$ cat src/design/flash_status_pkg.sv
// Purpose: shared constants for the flash status polling controller
// Assumes: 125 MHz clock, 32-bit APB register access
// Notes:   register word offsets are byte addresses
package flash_status_pkg;
  localparam int          CLK_MHZ          = 125;
  localparam int          ADDR_W           = 20;
  localparam int          DATA_W           = 8;
  // register byte offsets
  localparam logic [11:0] CTRL_OFFSET      = 12'h000;
  localparam logic [11:0] ADDR_OFFSET      = 12'h004;
  localparam logic [11:0] STATUS_OFFSET    = 12'h008;
  localparam logic [11:0] RESULT_OFFSET    = 12'h00C;
  // control fields
  localparam int          CTRL_START_BIT   = 0;
  localparam int          CTRL_ERASE_BIT   = 1;
  localparam int          CTRL_EXPECT_LSB  = 8;
  // status fields
  localparam int          ST_BUSY_BIT      = 0;
  localparam int          ST_DONE_BIT      = 1;
  localparam int          ST_FAIL_BIT      = 2;
  localparam int          ST_SUSP_BIT      = 3;
  localparam int          ST_WINDOW_BIT    = 4;
  localparam int          ST_PIN_BUSY_BIT  = 5;
  // data bus bit positions
  localparam int          POLL_POS         = 7;
  localparam int          MODE_TOG_POS     = 6;
  localparam int          LIMIT_POS        = 5;
  localparam int          WINDOW_POS       = 3;
  localparam int          SECT_TOG_POS     = 2;
  // read cycle timing
  localparam int          READ_NS          = 80;
  localparam int          READ_CYCLES      = (READ_NS * CLK_MHZ + 999) / 1000;
  localparam int          GAP_NS           = 16;
  localparam int          GAP_CYCLES       = (GAP_NS * CLK_MHZ + 999) / 1000;
  localparam logic [7:0]  TIMER_W1         = 8'h01;
  typedef enum logic [2:0] {IDLE, SETUP, STROBE, GAP, EVAL, FINISH} poll_state_type;
endpackage : flash_status_pkg

$ cat src/design/flash_status_poller.sv
// Purpose: host-side controller that polls write-operation status of a parallel NOR flash
// Assumes: flash output enable and chip enable driven low-active; data pins sampled via two flops
// Notes:   software starts a poll over APB; result is taken from two back-to-back toggle reads
// What the datasheet requires of the flash and its host
// during program, poll bit reads complement; afterwards the true written bit
// same complement-then-true polling applies to program during erase suspend
// status valid from last write-enable rising edge; polling starts after that
// host puts the programmed address on the bus while reading status
// protected-sector program shows polling about one microsecond, then array data
// erase reads poll bit 0; complete or suspended reads 1
// during erase host reads at an address inside a selected sector
// all-protected erase shows polling about 100 us, then array data
// partly protected erase erases only unprotected selected sectors
// after poll bit turns true, valid byte taken on a later read
// ready/busy is open drain, wired among devices with pull-up
// ready/busy low while erasing or programming, high when ready
// mode toggle bit changes on each read during operation, stops after
// toggle reads may be framed by output enable or chip enable
// mode toggle bit also valid during sector-erase acceptance window
// mode toggle toggles during erase, stops in erase suspend
// mode toggle toggles during suspend-program, stops when it completes
// sector toggle bit toggles on reads in selected sectors, erasing or suspended
// host combines sector toggle and mode toggle for sector and mode
// limit exceeded bit 1 means failure; host must issue reset command (this block only sets fail, it sends no command)
// erase window bit 0 while more erase commands accepted, 1 once erasing
// toggling bit inverts each completed read, consecutive reads differ
//
// Our own choices: the address map and the APB register port.
`timescale 1ns/10ps
`default_nettype none
module flash_status_poller
  import flash_status_pkg::*;
#(
  parameter int ADDR_WIDTH = flash_status_pkg::ADDR_W
) (
  // clock and reset
  input  wire logic                          clk,
  input  wire logic                          rst_b,
  // apb slave
  input  wire logic                          psel,
  input  wire logic                          penable,
  input  wire logic                          pwrite,
  input  wire logic [11:0]                   paddr,
  input  wire logic [31:0]                   pwdata,
  output logic      [31:0]                   prdata,
  output logic                               pready,
  output logic                               pslverr,
  // flash bus
  output logic      [ADDR_WIDTH-1:0]         flash_addr,
  output logic                               flash_ce_n,
  output logic                               flash_oe_n,
  input  wire logic [flash_status_pkg::DATA_W-1:0] flash_data,
  input  wire logic                          ready_busy_n
);
  import flash_status_pkg::*;

  // elaboration check: the target address must fit one apb word
  if (ADDR_WIDTH < 1 || ADDR_WIDTH > 32) begin : gen_bad_width
    $error("ADDR_WIDTH out of range");
  end

  // reset synchroniser
  logic rst_meta;
  logic rst_sync_b;
  always_ff @(posedge clk or negedge rst_b) begin
    if (!rst_b) begin
      rst_meta   <= 1'b0;
      rst_sync_b <= 1'b0;
    end else begin
      rst_meta   <= 1'b1;
      rst_sync_b <= rst_meta;
    end
  end

  // data and ready pins pass two flops; only the second stage is read
  logic [DATA_W-1:0] data_meta;
  logic [DATA_W-1:0] data_sync;
  logic              rb_meta;
  logic              rb_sync_n;
  always_ff @(posedge clk or negedge rst_sync_b) begin
    if (!rst_sync_b) begin
      data_meta <= '0;
      data_sync <= '0;
      rb_meta   <= 1'b1;
      rb_sync_n <= 1'b1;
    end else begin
      data_meta <= flash_data;
      data_sync <= data_meta;
      rb_meta   <= ready_busy_n;
      rb_sync_n <= rb_meta;
    end
  end

  // control state
  poll_state_type           state;
  poll_state_type           next_state;
  logic [ADDR_WIDTH-1:0]    target;
  logic [ADDR_WIDTH-1:0]    next_target;
  logic                     is_erase;
  logic                     next_is_erase;
  logic                     expect_bit;
  logic                     next_expect_bit;
  logic [7:0]               timer;
  logic [7:0]               next_timer;
  logic                     have_first;
  logic                     next_have_first;
  logic [DATA_W-1:0]        first_read;
  logic [DATA_W-1:0]        next_first_read;
  logic [DATA_W-1:0]        last_read;
  logic [DATA_W-1:0]        next_last_read;
  logic                     done;
  logic                     next_done;
  logic                     fail;
  logic                     next_fail;
  logic                     susp;
  logic                     next_susp;
  logic                     window;
  logic                     next_window;
  logic                     use_ce;
  logic                     next_use_ce;
  logic                     seen_fail;
  logic                     next_seen_fail;

  logic wr_ctrl;
  logic wr_addr;
  assign wr_ctrl = psel && penable && pwrite && paddr == CTRL_OFFSET;
  assign wr_addr = psel && penable && pwrite && paddr == ADDR_OFFSET;

  function automatic logic toggled(input logic [DATA_W-1:0] a, input logic [DATA_W-1:0] b, input int pos);
    toggled = a[pos] ^ b[pos];
  endfunction : toggled

  // next-state of the polling sequencer
  always_comb begin
    next_state      = state;
    next_target     = target;
    next_is_erase   = is_erase;
    next_expect_bit = expect_bit;
    next_timer      = timer;
    next_have_first = have_first;
    next_first_read = first_read;
    next_last_read  = last_read;
    next_done       = done;
    next_fail       = fail;
    next_susp       = susp;
    next_window     = window;
    next_use_ce     = use_ce;
    next_seen_fail  = seen_fail;
    if (wr_addr && state == IDLE) begin
      next_target = pwdata[ADDR_WIDTH-1:0];
    end
    case (state)
      IDLE: begin
        // start after write
        if (wr_ctrl && pwdata[CTRL_START_BIT]) begin
          next_is_erase   = pwdata[CTRL_ERASE_BIT];
          next_expect_bit = pwdata[CTRL_EXPECT_LSB + POLL_POS];
          next_have_first = 1'b0;
          next_done       = 1'b0;
          next_fail       = 1'b0;
          next_seen_fail  = 1'b0;
          next_state      = SETUP;
        end
      end
      SETUP: begin
        next_timer = 8'(READ_CYCLES);
        next_state = STROBE;
      end
      STROBE: begin
        if (timer == TIMER_W1) begin
          // capture while the strobe still stands; the released bus is not data
          next_last_read = data_sync;
          next_timer     = 8'(GAP_CYCLES + 2);
          next_state     = GAP;
        end else begin
          next_timer = timer - TIMER_W1;
        end
      end
      GAP: begin
        // recovery time so the flash lets go of the bus before the next read
        if (timer == TIMER_W1) begin
          next_state = EVAL;
        end else begin
          next_timer = timer - TIMER_W1;
        end
      end
      EVAL: begin
        // alternate framing
        next_use_ce = !use_ce;
        if (!have_first) begin
          next_have_first = 1'b1;
          next_first_read = last_read;
          next_state      = SETUP;
        // two reads compared
        end else if (!toggled(first_read, last_read, MODE_TOG_POS)) begin
          // toggle stopped
          // suspend detect
          // combine both toggles
          next_susp   = is_erase && toggled(first_read, last_read, SECT_TOG_POS);
          // window bit
          next_window = last_read[WINDOW_POS];
          // true data check
          // erase reads one
          // later read used
          next_fail   = is_erase ? !last_read[POLL_POS] : (last_read[POLL_POS] != expect_bit);
          next_done   = 1'b1;
          next_state  = FINISH;
        // limit recheck
        end else if (last_read[LIMIT_POS] && seen_fail) begin
          next_fail  = 1'b1;
          next_done  = 1'b1;
          next_state = FINISH;
        end else begin
          next_seen_fail  = last_read[LIMIT_POS];
          next_window     = last_read[WINDOW_POS];
          next_first_read = last_read;
          next_state      = SETUP;
        end
      end
      FINISH: begin
        next_state = IDLE;
      end
      default: begin
        next_state = IDLE;
      end
    endcase
  end

  // sequencer registers
  always_ff @(posedge clk or negedge rst_sync_b) begin
    if (!rst_sync_b) begin
      state      <= IDLE;
      target     <= '0;
      is_erase   <= 1'b0;
      expect_bit <= 1'b0;
      timer      <= 8'h00;
      have_first <= 1'b0;
      first_read <= '0;
      last_read  <= '0;
      done       <= 1'b0;
      fail       <= 1'b0;
      susp       <= 1'b0;
      window     <= 1'b0;
      use_ce     <= 1'b0;
      seen_fail  <= 1'b0;
    end else begin
      state      <= next_state;
      target     <= next_target;
      is_erase   <= next_is_erase;
      expect_bit <= next_expect_bit;
      timer      <= next_timer;
      have_first <= next_have_first;
      first_read <= next_first_read;
      last_read  <= next_last_read;
      done       <= next_done;
      fail       <= next_fail;
      susp       <= next_susp;
      window     <= next_window;
      use_ce     <= next_use_ce;
      seen_fail  <= next_seen_fail;
    end
  end

  // flash strobes from flops; ce frames each read when use_ce, else held low
  logic next_ce_n;
  logic next_oe_n;
  logic [ADDR_WIDTH-1:0] next_faddr;
  always_comb begin
    next_faddr = flash_addr;
    next_ce_n  = 1'b1;
    next_oe_n  = 1'b1;
    if (next_state == SETUP || next_state == STROBE || next_state == GAP || next_state == EVAL) begin
      // programmed address
      // selected sector address
      next_faddr = next_target;
      next_ce_n  = use_ce ? (next_state != STROBE) : 1'b0;
      next_oe_n  = use_ce ? 1'b0 : (next_state != STROBE);
    end
  end
  always_ff @(posedge clk or negedge rst_sync_b) begin
    if (!rst_sync_b) begin
      flash_addr <= '0;
      flash_ce_n <= 1'b1;
      flash_oe_n <= 1'b1;
    end else begin
      flash_addr <= next_faddr;
      flash_ce_n <= next_ce_n;
      flash_oe_n <= next_oe_n;
    end
  end

  // apb read mux, zero wait states
  logic [31:0] next_prdata;
  always_comb begin
    next_prdata = 32'h0000_0000;
    case (paddr)
      CTRL_OFFSET:   next_prdata = {31'h0000_0000, is_erase} << CTRL_ERASE_BIT;
      ADDR_OFFSET:   next_prdata = 32'(target);
      STATUS_OFFSET: begin
        next_prdata[ST_BUSY_BIT]     = state != IDLE;
        next_prdata[ST_DONE_BIT]     = done;
        next_prdata[ST_FAIL_BIT]     = fail;
        next_prdata[ST_SUSP_BIT]     = susp;
        next_prdata[ST_WINDOW_BIT]   = window;
        // busy pin seen
        next_prdata[ST_PIN_BUSY_BIT] = !rb_sync_n;
      end
      RESULT_OFFSET: next_prdata = {16'h0000, first_read, last_read};
      default:       next_prdata = 32'h0000_0000;
    endcase
  end
  assign prdata  = next_prdata;
  assign pready  = 1'b1;
  assign pslverr = psel && penable && !(paddr == CTRL_OFFSET || paddr == ADDR_OFFSET ||
                                        paddr == STATUS_OFFSET || paddr == RESULT_OFFSET);
endmodule : flash_status_poller
`default_nettype wire

$ cat config.mk
export PLATFORM = sky130hd
export DESIGN_NAME = flash_status_poller
export DESIGN_NICKNAME = d
export VERILOG_FILES = /design/src/design/flash_status_pkg.sv /design/src/design/flash_status_poller.sv
export SDC_FILE = /design/constraint.sdc
export NUM_CORES = 1
export LEC_CHECK = 0
export BUFFER_PORTS_ARGS = -buffer_cell sky130_fd_sc_hd__buf_4
export CAP_MARGIN = 5
export CORE_AREA = 2 2 135 137
export CTS_CLUSTER_DIAMETER = 40
export DETAILED_ROUTE_END_ITERATION = 8
export DIE_AREA = 0 0 137 139
export GPL_TIMING_DRIVEN = 0
export PLACE_DENSITY = 0.51
export SYNTH_ARGS = -nofsm -noshare
export SYNTH_HDL_FRONTEND = slang
export SYNTH_SLANG_ARGS = --single-unit
$ cat constraint.sdc
create_clock -name clk -period 6 [get_ports clk]
set_input_delay 1.2 -clock clk [delete_from_list [all_inputs] [get_ports clk]]
set_output_delay 1.2 -clock clk [all_outputs]
set_load 0.02 [all_outputs]
* Word-level counts from Yosys, hierarchy flattened
Index checks and enable logic that the tools add are counted.
** Word-level totals
- Bits in registers :: 98
- Bits of input ports :: 58
- Output and inout port bits :: 56
- Word-level logic and storage cells :: 119
** Operators by class
- Add/sub/neg operators :: 1
- Equality and inequality tests :: 23
- Mux-type cells :: 36
- Bitwise operators :: 3
- Reductions and logical operators :: 33
** Operator list (number)
- $mux 8 :: 5
- $pmux 14 s2 :: 1
- $eq 12x4->1 const B :: 2
- $pmux 6 s4 :: 1
- $pmux 8 s3 :: 1
- $mux 20 :: 1
- $mux 3 :: 6
- $mux 1 :: 16
- $pmux 3 s5 :: 1
- $eq 12x3->1 const B :: 1
- $eq 3x2->1 const B :: 4
- $logic_not 12->1 :: 1
- $ne 2x2->1 const B :: 6
- $logic_and 1x1->1 :: 9
- $reduce_and 3->1 :: 3
- $eq 8x1->1 const B :: 1
- $pmux 1 s2 :: 4
- $reduce_and 2->1 :: 4
- $sub 8x1->8 const B :: 1
- $eq 3x1->1 const B :: 2
- $eq 3x3->1 const B :: 2
- $logic_or 1x1->1 :: 6
- $reduce_bool 3->1 :: 2
- $reduce_and 5->1 :: 1
- 10 further kinds :: 15

* Depth between registers and ports, before layout
- Depth after elaboration :: 11
- Mapped depth :: 7
- Gate-level depth less buffers :: 7

* Worst setup path before layout
Ideal clock, no wire load.
- Path kind :: input to output
- Start :: input paddr[3]
- End :: output prdata[10]
- Data arrival time :: 2286 ps
- Data required time :: 4800 ps
- Slack :: 2514 ps
- Stages :: 4
- Path buffers :: 2
- Cells stage by stage :: buf_2 > buf_1 > mux2i_1 > nor2_1
** Between the ends
- Cells in the longest elaborated chain, start to end :: 2
- Elaborated cells on any way between the ends :: 3
- Those cells by class :: eq/ne: 2; mux: 1
** RTL lines
- start, declared :: line flash_status_poller.sv:43 : input wire logic [11:0] paddr,
- $eq 12x4->1 / $eq 12x3->1 (equally long branches) :: line flash_status_poller.sv:296 : case (paddr)
- $pmux 14 s2 (*) :: line flash_status_poller.sv:296
- end, declared :: line flash_status_poller.sv:45 : output logic [31:0] prdata,
Mark *: on every way between the ends. The rest lies on a longest branch, timed or not.

* Worst setup path after layout
- Start :: input paddr[7]
- End :: output prdata[16]
The elaborated chain is that of the path after synthesis.

==> results.ini <==
[cts]
numCtsBuffers=9
ctsHtreeMaxLevel=3
cts_sinks=98
cts_root_buf=sky130_fd_sc_hd__clkbuf_16
cts_tree=done
post_cts_buffers=0
cts_repair_resize_count=0
clock_transition_at_the_register_clock_pins_on_the_worst_setup_and_hold_paths_after_cts_ps=70
cts-root-to-sink-buffers=2
worst_skew_pair.late_latency_ps=350
cts_hold_repair.buffers=0

[grt]
grt_first_pass_wirelength_um=15900
grt_use_total_pct=11.0
antenna_found_initial=0
pin_count_of_the_biggest_net_entering_global_routing=72
grt_overflow=0
first_global_vias=2975

[timing]
timing.max_slew.rel_slack_pct=50.5
setup_violations=0
slew_violations=0
max_slew.worst_pin.slew_ps=742
max_freq_mhz=256
number_of_endpoints_with_negative_hold_slack_in_the_final_report=0
fin_worst_skew_ps=8.59
finalCriticalPeriod_ps=3900
layout_worst_path_cycle_share_pct=65.0
totalNegativeSetupSlack_ps=0
grt_setup_unrepaired=no

[drt]
drt.antenna.violating_nets=0
firstDrtPassIters=4
drt_iter0_markers=120
routed_wl_um=10100
wire_per_inst_um=15.0
viasPerCell=4.26
dr_drc_count=0
vias=2886

[flow_run]
max_cap_check_violation_count=0

[logic_synthesis]
top_cell_type_s_share_of_synthesized_area_pct=54.6
synthesis.yosys.warnings=0
postSynthRegisterBits=98
leading_post_synthesis_cells_by_cell_area=sky130_fd_sc_hd__dfrtp_1 (55%), sky130_fd_sc_hd__mux2_2 (11%), sky130_fd_sc_hd__mux2_1 (5.2%), sky130_fd_sc_hd__nor2_1 (3.0%), sky130_fd_sc_hd__buf_4 (2.4%)
synth_cells=334
ys_seq_area_share_pct=57.0
yosysTopAreaCell=sky130_fd_sc_hd__dfrtp_1
syn-cell-area_um2=4310
post_synth.cell_area_avg_um2=12.9
synth_cell_types=50

[critical_path]
timing.setup.critical_path_class=in2out
crit_arrival_ps=2700
nature_of_the_critical_path_startpoint=input pin
worst-path-max-fanout=4
critical_path.endpoint_type=output port
worst-endpoint-required_ps=4800

[die]
core.rowCount=49
fp.dieH_um=139
start_util_pct=24.4
floorplan.die_area_um2=19000
core-area_um2=17700
boundaryPins=114
die_w_um=137

[outcome]
run_status=complete, no violations

[cells_and_area]
design.final.nets=504
areaGrowthSynthToFinish_pct=30.4
drive_gt1_share_pct=41.2
final_area_um2=5620
antennaDiodeCount=0
fin_cells=678
filler_cell_count=1828

[power_and_ir_drop]
p_per_area_nw_per_um2=315
max-vdd-ir-drop_uv=161
power.leakage_nw=2.75
power.total_w=0.00177

[place]
portBuffers=86
place_inst=662
routabilityCongestion=0.729
place_hpwl_um=7440
placed_area_um2=5320

[worst_hold_path]
timing.hold.worst.class=reg2async

## logic make-up after synthesis
| logic type | Yosys count | share of synthesized area, % |
|---|---|---|
| adder cells (fa/ha/maj) | 2 | 0.580 |
| XOR/XNOR | 9 | 1.83 |
| other | 2 | 0.174 |
| flip-flops | 98 | 57.0 |
| multiplexers | 75 | 19.6 |
| AO/OA/AOI/OAI | 33 | 5.17 |
| AND/OR/NAND/NOR | 83 | 11.2 |
| buffers and inverters | 32 | 4.50 |
## layout make-up
class / count / area, um2 / area share (%)
Clock buffer: 11 / 243 / 4.32
Clock inverter: 5 / 60.1 / 1.07
Inverter: 6 / 22.5 / 0.401
Multi-Input combinational cell: 216 / 1700 / 30.3
Sequential cell: 98 / 2460 / 43.8
Timing Repair Buffer: 87 / 673 / 12.0
Tap cell: 229 / 287 / 5.10
Buffer: 26 / 171 / 3.05
## cell usage in the layout, fill, tap and decap left out, drive strengths merged, types with 3 or more instances in the layout
| cell type | instances |
|---|---|
| buf | 110 |
| dfrtp | 94 |
| mux2 | 64 |
| nor2 | 36 |
| conb | 14 |
| clkbuf | 14 |
| o21ai | 10 |
| a21oi | 10 |
| mux2i | 10 |
| nand2 | 9 |
| inv | 8 |
| nand3 | 6 |
| and2 | 5 |
| xor2 | 5 |
| xnor2 | 4 |
| nor2b | 4 |
| nand4 | 4 |
| a22oi | 4 |
| dfstp | 4 |
| nor3 | 3 |
| nor4 | 3 |
## worst max-delay path, stage by stage
cell and delay (ps):
sky130_fd_sc_hd__buf_4 110, sky130_fd_sc_hd__nor4_2 370, sky130_fd_sc_hd__nand4_1 280, sky130_fd_sc_hd__nor2_1 410, sky130_fd_sc_hd__and2_1 190, sky130_fd_sc_hd__buf_4 140
## stage by stage
step / utilization, % / hold slack [ps] / worst slack, ps
final: 31.8 / 248 / 2100
after global routing: 31.8 / 294 / 1890
after global placement: 29.9 / 335 / 1910
after detailed placement: 30.1 / 261 / 2010
after CTS: 31.8 / 268 / 2010
after floorplan: - / 331 / 2510
## power breakdown
part	leakage, nW	switching, W	internal, W	total (W)
combinational	1.33	0.000206	0.000177	0.000383
clock	0.147	0.000252	0.000337	0.000589
sequential	1.28	0.0000680	0.000731	0.000799
## synthesized netlist by cell type (all sizes together)
master   n
a21oi   10
a22oi    4
a311oi   1
a31oi    1
and2     5
and3     2
and4bb   2
buf     23
clkbuf   3
conb     2
dfrtp   94
dfstp    4
ha       2
inv      6
mux2    64
mux2i   10
mux4     1
nand2    9
nand2b   1
nand3    6
nand3b   2
nand4    4
nand4b   1
nor2    36
nor2b    4
nor3     3
nor3b    2
nor4     3
o211a    1
o21ai   10
o21bai   1
o22a     1
o22ai    2
o31ai    1
o32a     1
or2      2
or3b     1
xnor2    4
xor2     5
## sequential cells by signal, summed over array words and instances, names as in the netlist, 3 cells and up
name        flops
flash_addr     20
target         20
data_meta       8
data_sync       8
first_read      8
last_read       8
timer           8
state           3
## layer usage
layer,track usage (%),up-vias,wire length (um)
met1,13.6,1438,4250
met5,0,-,0
met2,17.9,70,5170
li1,-,1363,-
met4,4.67,0,229
met3,3.11,15,487
## worst paths after layout
kind,end,slack (ps),start,depth (start not counted)
max,prdata[16],2100,paddr[7],6
min,target[10],250,rst_sync_b,0
max reg2reg,flash_addr[6],3670,state[0],7
min reg2reg,target[10],250,rst_sync_b,0
max in group asynchronous,flash_oe_n,5050,rst_sync_b,1
min in group clk,data_sync[6],350,data_meta[6],0
No activity file was read; power rests on OpenSTA's default activity.
